**src/verilog/bcrc_pkg.sv**
```systemverilog
// Shared constants and types of the byte-serial CRC unit.
package bcrc_pkg;

	// Register byte addresses within the unit's window.
	localparam logic [7:0] ADDR_CTRL = 8'h00;
	localparam logic [7:0] ADDR_INPUT = 8'h04;
	localparam logic [7:0] ADDR_RESULT = 8'h08;
	localparam logic [7:0] ADDR_FLIP = 8'h0C;

	// Control register field positions.
	localparam int CTRL_PTR_LSB = 0;
	localparam int CTRL_VAL_BIT = 2;
	localparam int CTRL_INIT_BIT = 3;
	localparam int CTRL_SEL_BIT = 4;

	// Generator polynomials.
	localparam logic [15:0] POLY_16 = 16'h1021;
	localparam logic [31:0] POLY_32 = 32'h04C11DB7;

	// Starting results and width masks.
	localparam logic [31:0] INIT_ZEROS = 32'h00000000;
	localparam logic [31:0] INIT_ONES = 32'hFFFFFFFF;
	localparam logic [31:0] MASK_16 = 32'h0000FFFF;

	// Values after reset.
	localparam logic [31:0] RESULT_RESET = 32'h00000000;
	localparam logic [1:0] PTR_RESET = 2'h0;
	localparam logic [7:0] FLIP_RESET = 8'h00;

	// Bit steps per input byte and input buffer geometry.
	localparam logic [3:0] BYTE_STEPS = 4'h8;
	localparam int FIFO_WIDTH = 8;
	localparam int FIFO_DEPTH = 16;

	typedef enum logic {ENG_IDLE, ENG_SHIFT} bcrc_eng_t;

endpackage

```
**src/verilog/bcrc_stream_if.sv**
```systemverilog
// Valid/ready byte stream between the bus front end, buffer and engine.
`timescale 1ns/1ps
interface bcrc_stream_if #(parameter int W = 8) ();
	logic [W-1:0] data;
	logic valid;
	logic ready;
	modport source (output data, output valid, input ready);
	modport sink (input data, input valid, output ready);
endinterface // bcrc_stream_if

```
**src/verilog/bcrc_fifo.sv**
```systemverilog
// Input byte buffer with parameterised width and depth.
`timescale 1ns/1ps
module bcrc_fifo #(
	parameter int WIDTH = 8,
	parameter int DEPTH = 16
) (
	input wire logic clk,
	input wire logic rstn,
	bcrc_stream_if.sink in_s,
	bcrc_stream_if.source out_s
);
	localparam int AW = $clog2(DEPTH);
	localparam int CW = $clog2(DEPTH + 1);
	localparam logic [AW-1:0] LAST = AW'(DEPTH - 1);
	localparam logic [CW-1:0] FULL = CW'(DEPTH);

	logic [WIDTH-1:0] mem_r [DEPTH];
	logic [AW-1:0] wr_ptr_r, wr_ptr_nxt, rd_ptr_r, rd_ptr_nxt;
	logic [CW-1:0] count_r, count_nxt;
	logic push, pop;

	assign in_s.ready = (count_r != FULL);
	assign out_s.valid = (count_r != '0);
	assign out_s.data = mem_r[rd_ptr_r];
	assign push = in_s.valid & in_s.ready;
	assign pop = out_s.valid & out_s.ready;

	always_comb
	begin
		wr_ptr_nxt = wr_ptr_r;
		rd_ptr_nxt = rd_ptr_r;
		count_nxt = count_r;
		if (push)
			wr_ptr_nxt = (wr_ptr_r == LAST) ? '0 : wr_ptr_r + 1'b1;
		if (pop)
			rd_ptr_nxt = (rd_ptr_r == LAST) ? '0 : rd_ptr_r + 1'b1;
		if (push && !pop)
			count_nxt = count_r + 1'b1;
		else if (pop && !push)
			count_nxt = count_r - 1'b1;
	end

	always_ff @(posedge clk or negedge rstn)
	begin
		if (!rstn)
		begin
			wr_ptr_r <= '0;
			rd_ptr_r <= '0;
			count_r <= '0;
		end
		else
		begin
			wr_ptr_r <= wr_ptr_nxt;
			rd_ptr_r <= rd_ptr_nxt;
			count_r <= count_nxt;
		end
	end

	// Storage has no reset; a slot is only read after it was written.
	always_ff @(posedge clk)
	begin
		if (push)
			mem_r[wr_ptr_r] <= in_s.data;
	end

endmodule // bcrc_fifo

```
**src/verilog/bcrc_unit.sv**
```systemverilog
// Byte-serial CRC unit with bit-reverse register on an AHB-Lite slave.
//
// How it works
// Polynomials 0x1021 and 0x04C11DB7 only.
// Select bit zero picks 32-bit, one 16-bit.
// Result width follows selected polynomial.
// Value bit picks all-zeros or all-ones start.
// Init write loads selected starting value.
// Software selects polynomial, value, then initialises.
// Input arrives as single bytes, one per write.
// Byte XORed into result's top byte first.
// Shift left, XOR polynomial if top bit was set.
// Eight conditional steps per input byte.
// Each input write updates result without start command.
// Pointer picks result byte, advances per access.
// Result holds until init, port write, input; here a control write that selects 16-bit also clears result bits 31:16.
// Bit-reverse register returns written byte mirrored.
// Two-bit pointer wraps at top active byte.
// 16-bit mode uses low sixteen bits only.
// Init bit is a one-cycle strobe.
//
// Chosen here: the AHB-Lite interface to the registers and the address map.
`timescale 1ns/1ps
module bcrc_unit (
	input wire logic hclk,
	input wire logic hresetn,
	input wire logic hsel,
	input wire logic [31:0] haddr,
	input wire logic [1:0] htrans,
	input wire logic hwrite,
	input wire logic [2:0] hsize,
	input wire logic [31:0] hwdata,
	input wire logic hready,
	output logic hreadyout,
	output logic [31:0] hrdata,
	output logic hresp
);
	import bcrc_pkg::*;

	function automatic logic [31:0] width_mask(input logic sel16);
		width_mask = sel16 ? MASK_16 : INIT_ONES;
	endfunction

	// One conditional shift-and-XOR step at the active width.
	function automatic logic [31:0] crc_step(input logic [31:0] r,
		input logic sel16);
		logic [15:0] h;
		h = r[15:0];
		if (sel16)
			crc_step = {16'h0000, h[15] ? ({h[14:0], 1'b0} ^ POLY_16)
				: {h[14:0], 1'b0}};
		else
			crc_step = r[31] ? ({r[30:0], 1'b0} ^ POLY_32)
				: {r[30:0], 1'b0};
	endfunction

	function automatic logic [31:0] load_byte(input logic [31:0] r,
		input logic [7:0] b, input logic sel16);
		if (sel16)
			load_byte = r ^ {16'h0000, b, 8'h00};
		else
			load_byte = r ^ {b, 24'h000000};
	endfunction

	function automatic logic [7:0] get_byte(input logic [31:0] r,
		input logic [1:0] p);
		get_byte = r[8*p +: 8];
	endfunction

	function automatic logic [31:0] put_byte(input logic [31:0] r,
		input logic [1:0] p, input logic [7:0] b);
		logic [31:0] t;
		t = r;
		t[8*p +: 8] = b;
		put_byte = t;
	endfunction

	function automatic logic [1:0] ptr_step(input logic [1:0] p,
		input logic sel16);
		if (sel16)
			ptr_step = {1'b0, ~p[0]};
		else
			ptr_step = p + 2'h1;
	endfunction

	function automatic logic [7:0] mirror(input logic [7:0] b);
		logic [7:0] m;
		m = '0;
		for (int i = 0; i < 8; i++)
			m[i] = b[7-i];
		mirror = m;
	endfunction

	bcrc_stream_if #(.W(FIFO_WIDTH)) to_fifo ();
	bcrc_stream_if #(.W(FIFO_WIDTH)) from_fifo ();

	bcrc_fifo #(.WIDTH(FIFO_WIDTH), .DEPTH(FIFO_DEPTH)) u_fifo (
		.clk(hclk),
		.rstn(hresetn),
		.in_s(to_fifo),
		.out_s(from_fifo)
	);

	// Bus front end state.
	logic pend_r, pend_nxt;
	logic wr_r, wr_nxt;
	logic [7:0] addr_r, addr_nxt;
	logic hreadyout_r, hreadyout_nxt;
	logic [31:0] hrdata_r, hrdata_nxt;
	logic hresp_r;

	// Unit state.
	logic sel16_r, sel16_nxt;
	logic val_r, val_nxt;
	logic [1:0] ptr_r, ptr_nxt;
	logic [7:0] flip_r, flip_nxt;
	logic [31:0] res_r, res_nxt;
	bcrc_eng_t eng_r, eng_nxt;
	logic [3:0] cnt_r, cnt_nxt;

	logic take, quiet, can, do_acc;
	logic is_ctrl, is_input, is_result, is_flip;

	assign take = hsel & hready & htrans[1];
	assign is_ctrl = (addr_r == ADDR_CTRL);
	assign is_input = (addr_r == ADDR_INPUT);
	assign is_result = (addr_r == ADDR_RESULT);
	assign is_flip = (addr_r == ADDR_FLIP);
	// Result and control accesses wait until all buffered bytes are
	// folded in, so software always sees the result of its own writes.
	assign quiet = !from_fifo.valid && (eng_r == ENG_IDLE);
	assign can = (is_input && wr_r) ? to_fifo.ready
		: ((is_ctrl || is_result) ? quiet : 1'b1);
	assign do_acc = pend_r & can;

	assign to_fifo.valid = do_acc & is_input & wr_r;
	assign to_fifo.data = hwdata[7:0];
	assign from_fifo.ready = (eng_r == ENG_IDLE);

	assign hreadyout = hreadyout_r;
	assign hrdata = hrdata_r;
	assign hresp = hresp_r;

	always_comb
	begin
		pend_nxt = pend_r;
		wr_nxt = wr_r;
		addr_nxt = addr_r;
		hreadyout_nxt = hreadyout_r;
		hrdata_nxt = hrdata_r;
		if (do_acc)
		begin
			pend_nxt = 1'b0;
			hreadyout_nxt = 1'b1;
			hrdata_nxt = '0;
			if (!wr_r)
			begin
				if (is_ctrl)
				begin
					hrdata_nxt[CTRL_SEL_BIT] = sel16_r;
					hrdata_nxt[CTRL_VAL_BIT] = val_r;
					hrdata_nxt[CTRL_PTR_LSB +: 2] = ptr_r;
				end
				else if (is_result)
					hrdata_nxt[7:0] = get_byte(res_r, ptr_r);
				else if (is_flip)
					hrdata_nxt[7:0] = mirror(flip_r);
			end
		end
		else if (take && hreadyout_r)
		begin
			pend_nxt = 1'b1;
			wr_nxt = hwrite;
			addr_nxt = haddr[7:0];
			hreadyout_nxt = 1'b0;
		end
	end

	always_comb
	begin
		sel16_nxt = sel16_r;
		val_nxt = val_r;
		ptr_nxt = ptr_r;
		flip_nxt = flip_r;
		res_nxt = res_r;
		eng_nxt = eng_r;
		cnt_nxt = cnt_r;
		unique case (eng_r)
			ENG_IDLE:
				if (from_fifo.valid)
				begin
					res_nxt = load_byte(res_r, from_fifo.data, sel16_r);
					eng_nxt = ENG_SHIFT;
					cnt_nxt = BYTE_STEPS;
				end
			ENG_SHIFT:
			begin
				res_nxt = crc_step(res_r, sel16_r);
				cnt_nxt = cnt_r - 4'h1;
				if (cnt_r == 4'h1)
					eng_nxt = ENG_IDLE;
			end
		endcase
		if (do_acc && is_ctrl && wr_r)
		begin
			sel16_nxt = hwdata[CTRL_SEL_BIT];
			val_nxt = hwdata[CTRL_VAL_BIT];
			ptr_nxt = hwdata[CTRL_PTR_LSB +: 2];
			// The strobe is not stored; it uses the values written with it.
			if (hwdata[CTRL_INIT_BIT])
				res_nxt = hwdata[CTRL_VAL_BIT] ? INIT_ONES
					: INIT_ZEROS;
		end
		if (do_acc && is_result)
		begin
			if (wr_r)
				res_nxt = put_byte(res_r, ptr_r, hwdata[7:0]);
			ptr_nxt = ptr_step(ptr_r, sel16_r);
		end
		if (do_acc && is_flip && wr_r)
			flip_nxt = hwdata[7:0];
		res_nxt = res_nxt & width_mask(sel16_nxt);
	end

	always_ff @(posedge hclk or negedge hresetn)
	begin
		if (!hresetn)
		begin
			pend_r <= 1'b0;
			wr_r <= 1'b0;
			addr_r <= 8'h00;
			hreadyout_r <= 1'b1;
			hrdata_r <= 32'h00000000;
			hresp_r <= 1'b0;
			sel16_r <= 1'b0;
			val_r <= 1'b0;
			ptr_r <= PTR_RESET;
			flip_r <= FLIP_RESET;
			res_r <= RESULT_RESET;
			eng_r <= ENG_IDLE;
			cnt_r <= 4'h0;
		end
		else
		begin
			pend_r <= pend_nxt;
			wr_r <= wr_nxt;
			addr_r <= addr_nxt;
			hreadyout_r <= hreadyout_nxt;
			hrdata_r <= hrdata_nxt;
			hresp_r <= 1'b0;
			sel16_r <= sel16_nxt;
			val_r <= val_nxt;
			ptr_r <= ptr_nxt;
			flip_r <= flip_nxt;
			res_r <= res_nxt;
			eng_r <= eng_nxt;
			cnt_r <= cnt_nxt;
		end
	end
endmodule // bcrc_unit

```
**config.mk**
```make
export PLATFORM = sky130hd
export DESIGN_NAME = bcrc_unit
export DESIGN_NICKNAME = d
export VERILOG_FILES = /design/src/verilog/bcrc_pkg.sv /design/src/verilog/bcrc_stream_if.sv /design/src/verilog/bcrc_fifo.sv /design/src/verilog/bcrc_unit.sv
export SDC_FILE = /design/constraint.sdc
export NUM_CORES = 1
export LEC_CHECK = 0
export BUFFER_PORTS_ARGS = -buffer_cell sky130_fd_sc_hd__buf_4
export CAP_MARGIN = 20
export CORE_UTILIZATION = 50
export DETAILED_ROUTE_END_ITERATION = 12
export GPL_ROUTABILITY_DRIVEN = 0
export GPL_TIMING_DRIVEN = 1
export HOLD_SLACK_MARGIN = 0.12
export PLACE_DENSITY_LB_ADDON = 0.15
export SYNTH_ARGS = -nofsm -noshare
export SYNTH_HDL_FRONTEND = slang
export SYNTH_SLANG_ARGS = --single-unit
```
**constraint.sdc**
```tcl
create_clock -name hclk -period 2.8 [get_ports hclk]
set_input_delay 0 -clock hclk [delete_from_list [all_inputs] [get_ports hclk]]
set_output_delay 0 -clock hclk [all_outputs]
set_load 0.005 [all_outputs]
```
==> qor.csv, run 1 <==
metric,value,unit
drv_cap,0,
cts_tree,done,
period_needed,2659,ps
status,finished clean,
slew_viol_final,0,
clockRootBuffer,clkbuf_16,
n_fill_cell,1613,
synth_warnings,0,
startpoint_type,flop,
ys_seq_area_frac,0.5687,
cts.path.max_buffers,3,
numCtsBuffers,23,
drive_above_1_share,0.2283,
period_share,0.9495,
netlist_area,10320,sq um
grt_max_degree,82,
initial_core_util,0.5103,
areaGrowthSynthToFinish,16.34,%
vdd_drop_max,0.0005615,V
final_cell_area,12010,sq um
max_freq,376.1,MHz
regToRegEndpoint,u_fifo.count_r[4]$_DFFE_PN0P_,
die_x,145.7,um
finalHoldViolCount,0,
fin_skew,13.37,ps
synth_area_per_cell,13.04,sq um
arrival,3070,ps
clk_latency,530,ps
r2r-start,addr_r[6]$_DFFE_PN0P_,
async_flop_share,0.3876,
holdPathStages,5,
drc,0,
p_leak,4.456,nW
relSlewSlack,0.4969,
end_kind,flop,
fin_ws,141.5,ps
reg2reg_slack,140,ps
min_path_type,primary input to flop,
clk_pin_slew_worst_paths,60,ps
coreArea,20230,sq um
h-tree-depth,1,
wl_per_cell,21.59,um
grt_pass1_vias,7149,
wirelength,25220,um
ant_nets,0,
holdPathEnd,addr_r[6]$_DFFE_PN0P_,
seq_area,5873,sq um
hp-start,htrans[1],
path_max_fanout,3,
reg2reg_depth,11,
multi_input_area,4106,sq um
rows,52,
first_pass_iters,5,
design.die.area,21230,sq um
ys_dominant_reg_cell,edfxtp_1,
io_buffers,30,
synth_cells,792,
dpl_cell_area,11040,sq um
synth_cell_types,65,
whs,154.6,ps
setup_viol,0,
ios,108,
track_usage,0.2419,
pre_cts_slack,31.81,ps
initialDrtViolationCount,588,
dp.final_hpwl,16420,um
vias,7056,
tightest_slew,754.6,ps
synth-edff-count,128,
antenna_found_initial,0,
power_density,963.0,nW/um^2
diodes,0,
fin_nets,972,
grt_pass1_wl,39690,um
grt-ovfl-total,0,
cp.required,3210,ps
routed_via_density,6.041,
die_h,145.7,um
critical_path_class,flop to flop,
clock_sinks,209,
ys_ff_latch,209,
[how the worst max path moves through the flow]
stage	from	to
after floorplan	addr_r[5]$_DFFE_PN0P_	u_fifo.count_r[4]$_DFFE_PN0P_
after global placement	addr_r[5]$_DFFE_PN0P_	u_fifo.count_r[4]$_DFFE_PN0P_
after detailed placement	addr_r[5]$_DFFE_PN0P_	u_fifo.count_r[4]$_DFFE_PN0P_
after CTS	addr_r[5]$_DFFE_PN0P_	u_fifo.count_r[4]$_DFFE_PN0P_
after global routing	addr_r[6]$_DFFE_PN0P_	u_fifo.count_r[4]$_DFFE_PN0P_
final	addr_r[6]$_DFFE_PN0P_	u_fifo.count_r[4]$_DFFE_PN0P_
[worst max-delay path: stages, from the launching register on]
cell,delay [ps]
dfrtp_1,390
nor4_2,320
nand2_1,160
nor4b_4,370
ha_2,240
inv_1,80
ha_1,330
a21o_1,210
a21oi_2,140
xnor2_1,120
nor2_1,70
xnor2_1,120
[logic make-up after synthesis]
family                   after synthesis  share of synthesized area
AO/OA/AOI/OAI                        162                     0.1054
XOR/XNOR                              29                    0.02460
buffers and inverters                 89                    0.04496
adder cells (fa/ha/maj)               16                    0.02012
multiplexers                          90                     0.1401
flip-flops                           209                     0.5687
other                                  1                  0.0003632
AND/OR/NAND/NOR                      196                    0.09574
[cells in the mapped netlist, types with 6 or more instances]
cell       count  area share
mux2i_1       20       0.019
clkbuf_1      30       0.011
nand2_1       59       0.021
a2111oi_0      7      0.0059
and2_1         7      0.0042
nor2b_1       14      0.0085
dfrtp_1       80        0.19
mux2_4         8       0.012
nor3_1        22       0.011
mux2_1         6      0.0065
nand3_1       12      0.0058
ha_1          15       0.018
nand4_1        6      0.0036
o21ai_0       33       0.016
edfxtp_1     128        0.37
buf_2          8      0.0039
a221oi_1      20       0.017
xor2_1         6      0.0051
inv_1         17      0.0062
o211ai_1       9      0.0065
xnor2_1       23       0.020
mux4_2        38       0.083
buf_4         26       0.019
a21oi_1       41       0.020
mux2_2        18       0.020
nor2_1        44       0.016
[state kept, by name (all words and copies together), names as in the netlist, 5 cells and up]
signal,count
addr_r,8
flip_r,8
hrdata,8
res_r,32
u_fifo.count_r,5
u_fifo.mem_r,128
[metrics by stage]
stage / power, W / utilization / setup TNS [ps] / std cells
after floorplan: 0.007455 / - / 0 / 816
after global placement: 0.008584 / 0.5458 / 0 / 1102
after global routing: 0.01220 / 0.5936 / -27.57 / 1168
after CTS: 0.01159 / 0.5910 / 0 / 1165
after detailed placement: 0.008728 / 0.5458 / 0 / 1102
final: 0.01157 / 0.5936 / 0 / 1168
[repair_timing]
| item | CTS | global route |
|---|---|---|
| hold endpoints to repair | 255 | 41 |
| setup buffers | 0 | 1 |
| hold buffers | 22 | 1 |
| setup endpoints to repair | 0 | 2 |
| gates resized for setup | 0 | 3 |
[metal layers]
metal  global-route usage  routed length (um)  up-vias
li1                     -                   -     3163
met5                    0                   0        -
met4               0.1000                1056        0
met2               0.3983               12240      272
met1               0.3226               10590     3541
met3              0.03668                1341       80
[placed cells by master, fill, tap and decap left out, types with 5 or more instances in the layout]
| cell type | n |
|---|---|
| and2_1 | 7 |
| clkinv_2 | 5 |
| mux2i_1 | 20 |
| nand3b_1 | 5 |
| a2bb2oi_1 | 5 |
| nor2b_1 | 14 |
| dfrtp_1 | 79 |
| mux2_1 | 6 |
| dlygate4sd3_1 | 23 |
| nand4_1 | 6 |
| a221oi_1 | 20 |
| o221ai_1 | 5 |
| mux4_2 | 38 |
| a31oi_1 | 5 |
| edfxtp_1 | 128 |
| nand2b_1 | 5 |
| nor2_1 | 44 |
| inv_1 | 17 |
| nand3_1 | 12 |
| clkbuf_16 | 23 |
| buf_4 | 85 |
| a2111oi_0 | 7 |
| mux2_2 | 18 |
| o21ai_0 | 33 |
| a31o_2 | 5 |
| xnor2_1 | 23 |
| a21oi_1 | 40 |
| nor3_1 | 22 |
| mux2_4 | 8 |
| clkbuf_1 | 7 |
| a21o_1 | 5 |
| o211ai_1 | 9 |
| nand2_1 | 59 |
| xor2_1 | 6 |
| conb_1 | 25 |
| ha_1 | 14 |
[power by group]
group	leakage (nW)	switching, W	internal (W)
sequential	2.12	0.000609	0.00373
combinational	1.99	0.00223	0.00220
clock	0.341	0.00122	0.00158
total	4.46	0.00406	0.00751
[layout make-up]
cell class / count / share of cell area
Clock buffer: 32 / 0.05240
Clock inverter: 9 / 0.005417
Inverter: 19 / 0.005938
Multi-Input combinational cell: 518 / 0.3419
Sequential cell: 209 / 0.4890
Tap cell: 270 / 0.02813
Timing Repair Buffer: 111 / 0.07729
(Power assumes the default switching activity.)
==> run 2, diff against run 1 <==
- CORE_ASPECT_RATIO: default -> 0.6
==> run 2 against run 1 <==
- cell area increased by 0.17%
- largest power group unchanged
- register-to-register slack got worse by 30 ps
- first-iteration DRC count increased by 44%
- clock skew decreased by 3.0 ps
- core utilization increased by 0.44 points
- critical path depth increased by 1
- flip-flop and latch count unchanged
- fmax decreased by 1.1%
- hold slack improved by 6.4 ps
- setup slack got worse by 29 ps
- global-route usage increased by 2.2 points
==> qor.csv, run 2 (synthesized netlist as in run 1, its figures left out) <==
metric,value,unit
layout.cells.non_filler,1169,
coreArea,20120,sq um
io_buffers,30,
slew_viol_final,0,
multi_input_area,4111,sq um
grt_max_degree,82,
holdPathStages,5,
final_core_util,0.5980,
reg2reg_depth,12,
design.die.area,21250,sq um
fin_nets,972,
regToRegEndpoint,u_fifo.count_r[4]$_DFFE_PN0P_,
min_path_type,primary input to flop,
tightest_slew,822.9,ps
track_usage,0.2639,
final_common_cell,edfxtp_1,
drc,0,
routed_via_density,6.245,
top_register,u_fifo.mem_r,
reg_top3,"u_fifo.mem_r (128), res_r (32)",
whs,161.0,ps
die_x,187.5,um
startpoint,u_fifo.count_r[1]$_DFFE_PN0P_,
dp.final_hpwl,18260,um
clk_pin_slew_worst_paths,70,ps
p_leak,4.465,nW
initial_core_util,0.5132,
period_needed,2687,ps
cp.required,3190,ps
grt_pass1_wl,42300,um
status,finished clean,
wl_per_cell,23.33,um
path_max_fanout,3,
cpPeakStageDelay,550,ps
max_freq,372.1,MHz
arrival,3080,ps
clockRootBuffer,clkbuf_16,
critical-path-slowest-cell,or4_4,
r2r-start,u_fifo.count_r[1]$_DFFE_PN0P_,
drv_cap,0,
drive_above_1_share,0.2333,
diodes,0,
areaGrowthSynthToFinish,16.53,%
numCtsBuffers,20,
final_cell_mix,"edfxtp_1, buf_4, dfrtp_1",
crit_chain,"or4_4, nor2_2, nor2_1, inv_1, ha_2, inv_1, ha_1, a21o_1, a21oi_2, xnor2_1, nor2_1, xnor2_1",
vias,7300,
seq_area,5873,sq um
die_h,113.3,um
rows,40,
cts_tree,done,
clock_sinks,209,
n_fill_cell,1622,
ios,108,
placedCellCount,1107,
reg2reg_slack,110,ps
hp-start,htrans[1],
first_pass_iters,5,
relSlewSlack,0.4481,
fin_skew,10.38,ps
antenna_found_initial,1,
h-tree-depth,1,
end_kind,flop,
wirelength,27280,um
largest_reg_flops,128,
cts.path.max_buffers,3,
initialDrtViolationCount,845,
period_share,0.9598,
grt_pass1_vias,7128,
power_density,979.1,nW/um^2
holdPathEnd,addr_r[3]$_DFFE_PN0P_,
critical_path_class,flop to flop,
ant_nets,0,
startpoint_type,flop,
grt-ovfl-total,0,
vdd_drop_max,0.0004679,V
clk_latency,500,ps
setup_viol,0,
finalHoldViolCount,0,
## run 2: cell count changes in the layout (fill, tap and decap cells not counted), sizes merged
cell and change:
buf +3, clkbuf -5, bufinv +2, clkinv -2
## run 2: area by class of cell
cell class | count | area share
repair buffers | 114 | 0.07966
multi-input cells | 518 | 0.3417
inverters | 19 | 0.005928
clock buffers | 27 | 0.04753
flip-flops and latches | 209 | 0.4881
clock inverters | 9 | 0.008632
well taps | 273 | 0.02839
## run 2: critical path, delay by kind of cell (launching register included)
| family | cells | cell delay, ps |
|---|---|---|
| DFF | 1 | 390 |
| adders and majority gates | 2 | 570 |
| xor gates and xnor gates | 2 | 240 |
| buffers and inverters | 2 | 230 |
| and+or+nand+nor | 4 | 790 |
| AOI/OAI and AO/OA | 2 | 360 |
## run 2: metrics by stage
stage | setup TNS (ps) | instance area [sq um] | setup slack, ps | total power, W
after global placement | 0 | 11060 | 117.6 | 0.008701
final | 0 | 12030 | 112.6 | 0.01178
after global routing | -17.17 | 12030 | -17.17 | 0.01239
after CTS | 0 | 11960 | 17.00 | 0.01171
after detailed placement | 0 | 11060 | 34.77 | 0.008849
after floorplan | 0 | 10430 | 23.68 | 0.007455
## run 2: per-layer routing
layer	GRT usage	wire, um
met1	0.4268	12850
met2	0.3569	10920
met3	0.06141	2992
met4	0.05474	517
met5	0	0
## run 2: repair_timing
item | CTS | global route
setup endpoints to repair | 0 | 4
hold buffers | 22 | 1
hold endpoints to repair | 250 | 14
resized for setup | 0 | 5
buffers inserted | 0 | 2
## run 2: worst max path at each step
stage | end | cells after the start
final | u_fifo.count_r[4]$_DFFE_PN0P_ | 12
after global routing | u_fifo.count_r[4]$_DFFE_PN0P_ | 12
after CTS | u_fifo.count_r[4]$_DFFE_PN0P_ | 11
after detailed placement | u_fifo.count_r[4]$_DFFE_PN0P_ | 12
after global placement | u_fifo.count_r[4]$_DFFE_PN0P_ | 12
after floorplan | u_fifo.count_r[4]$_DFFE_PN0P_ | 12
## run 2: where the power goes
part | total (W) | switching [W] | internal [W]
sequential | 0.00436 | 0.000633 | 0.00372
combinational | 0.00460 | 0.00238 | 0.00222
clock | 0.00282 | 0.00119 | 0.00163
total | 0.0118 | 0.00421 | 0.00757
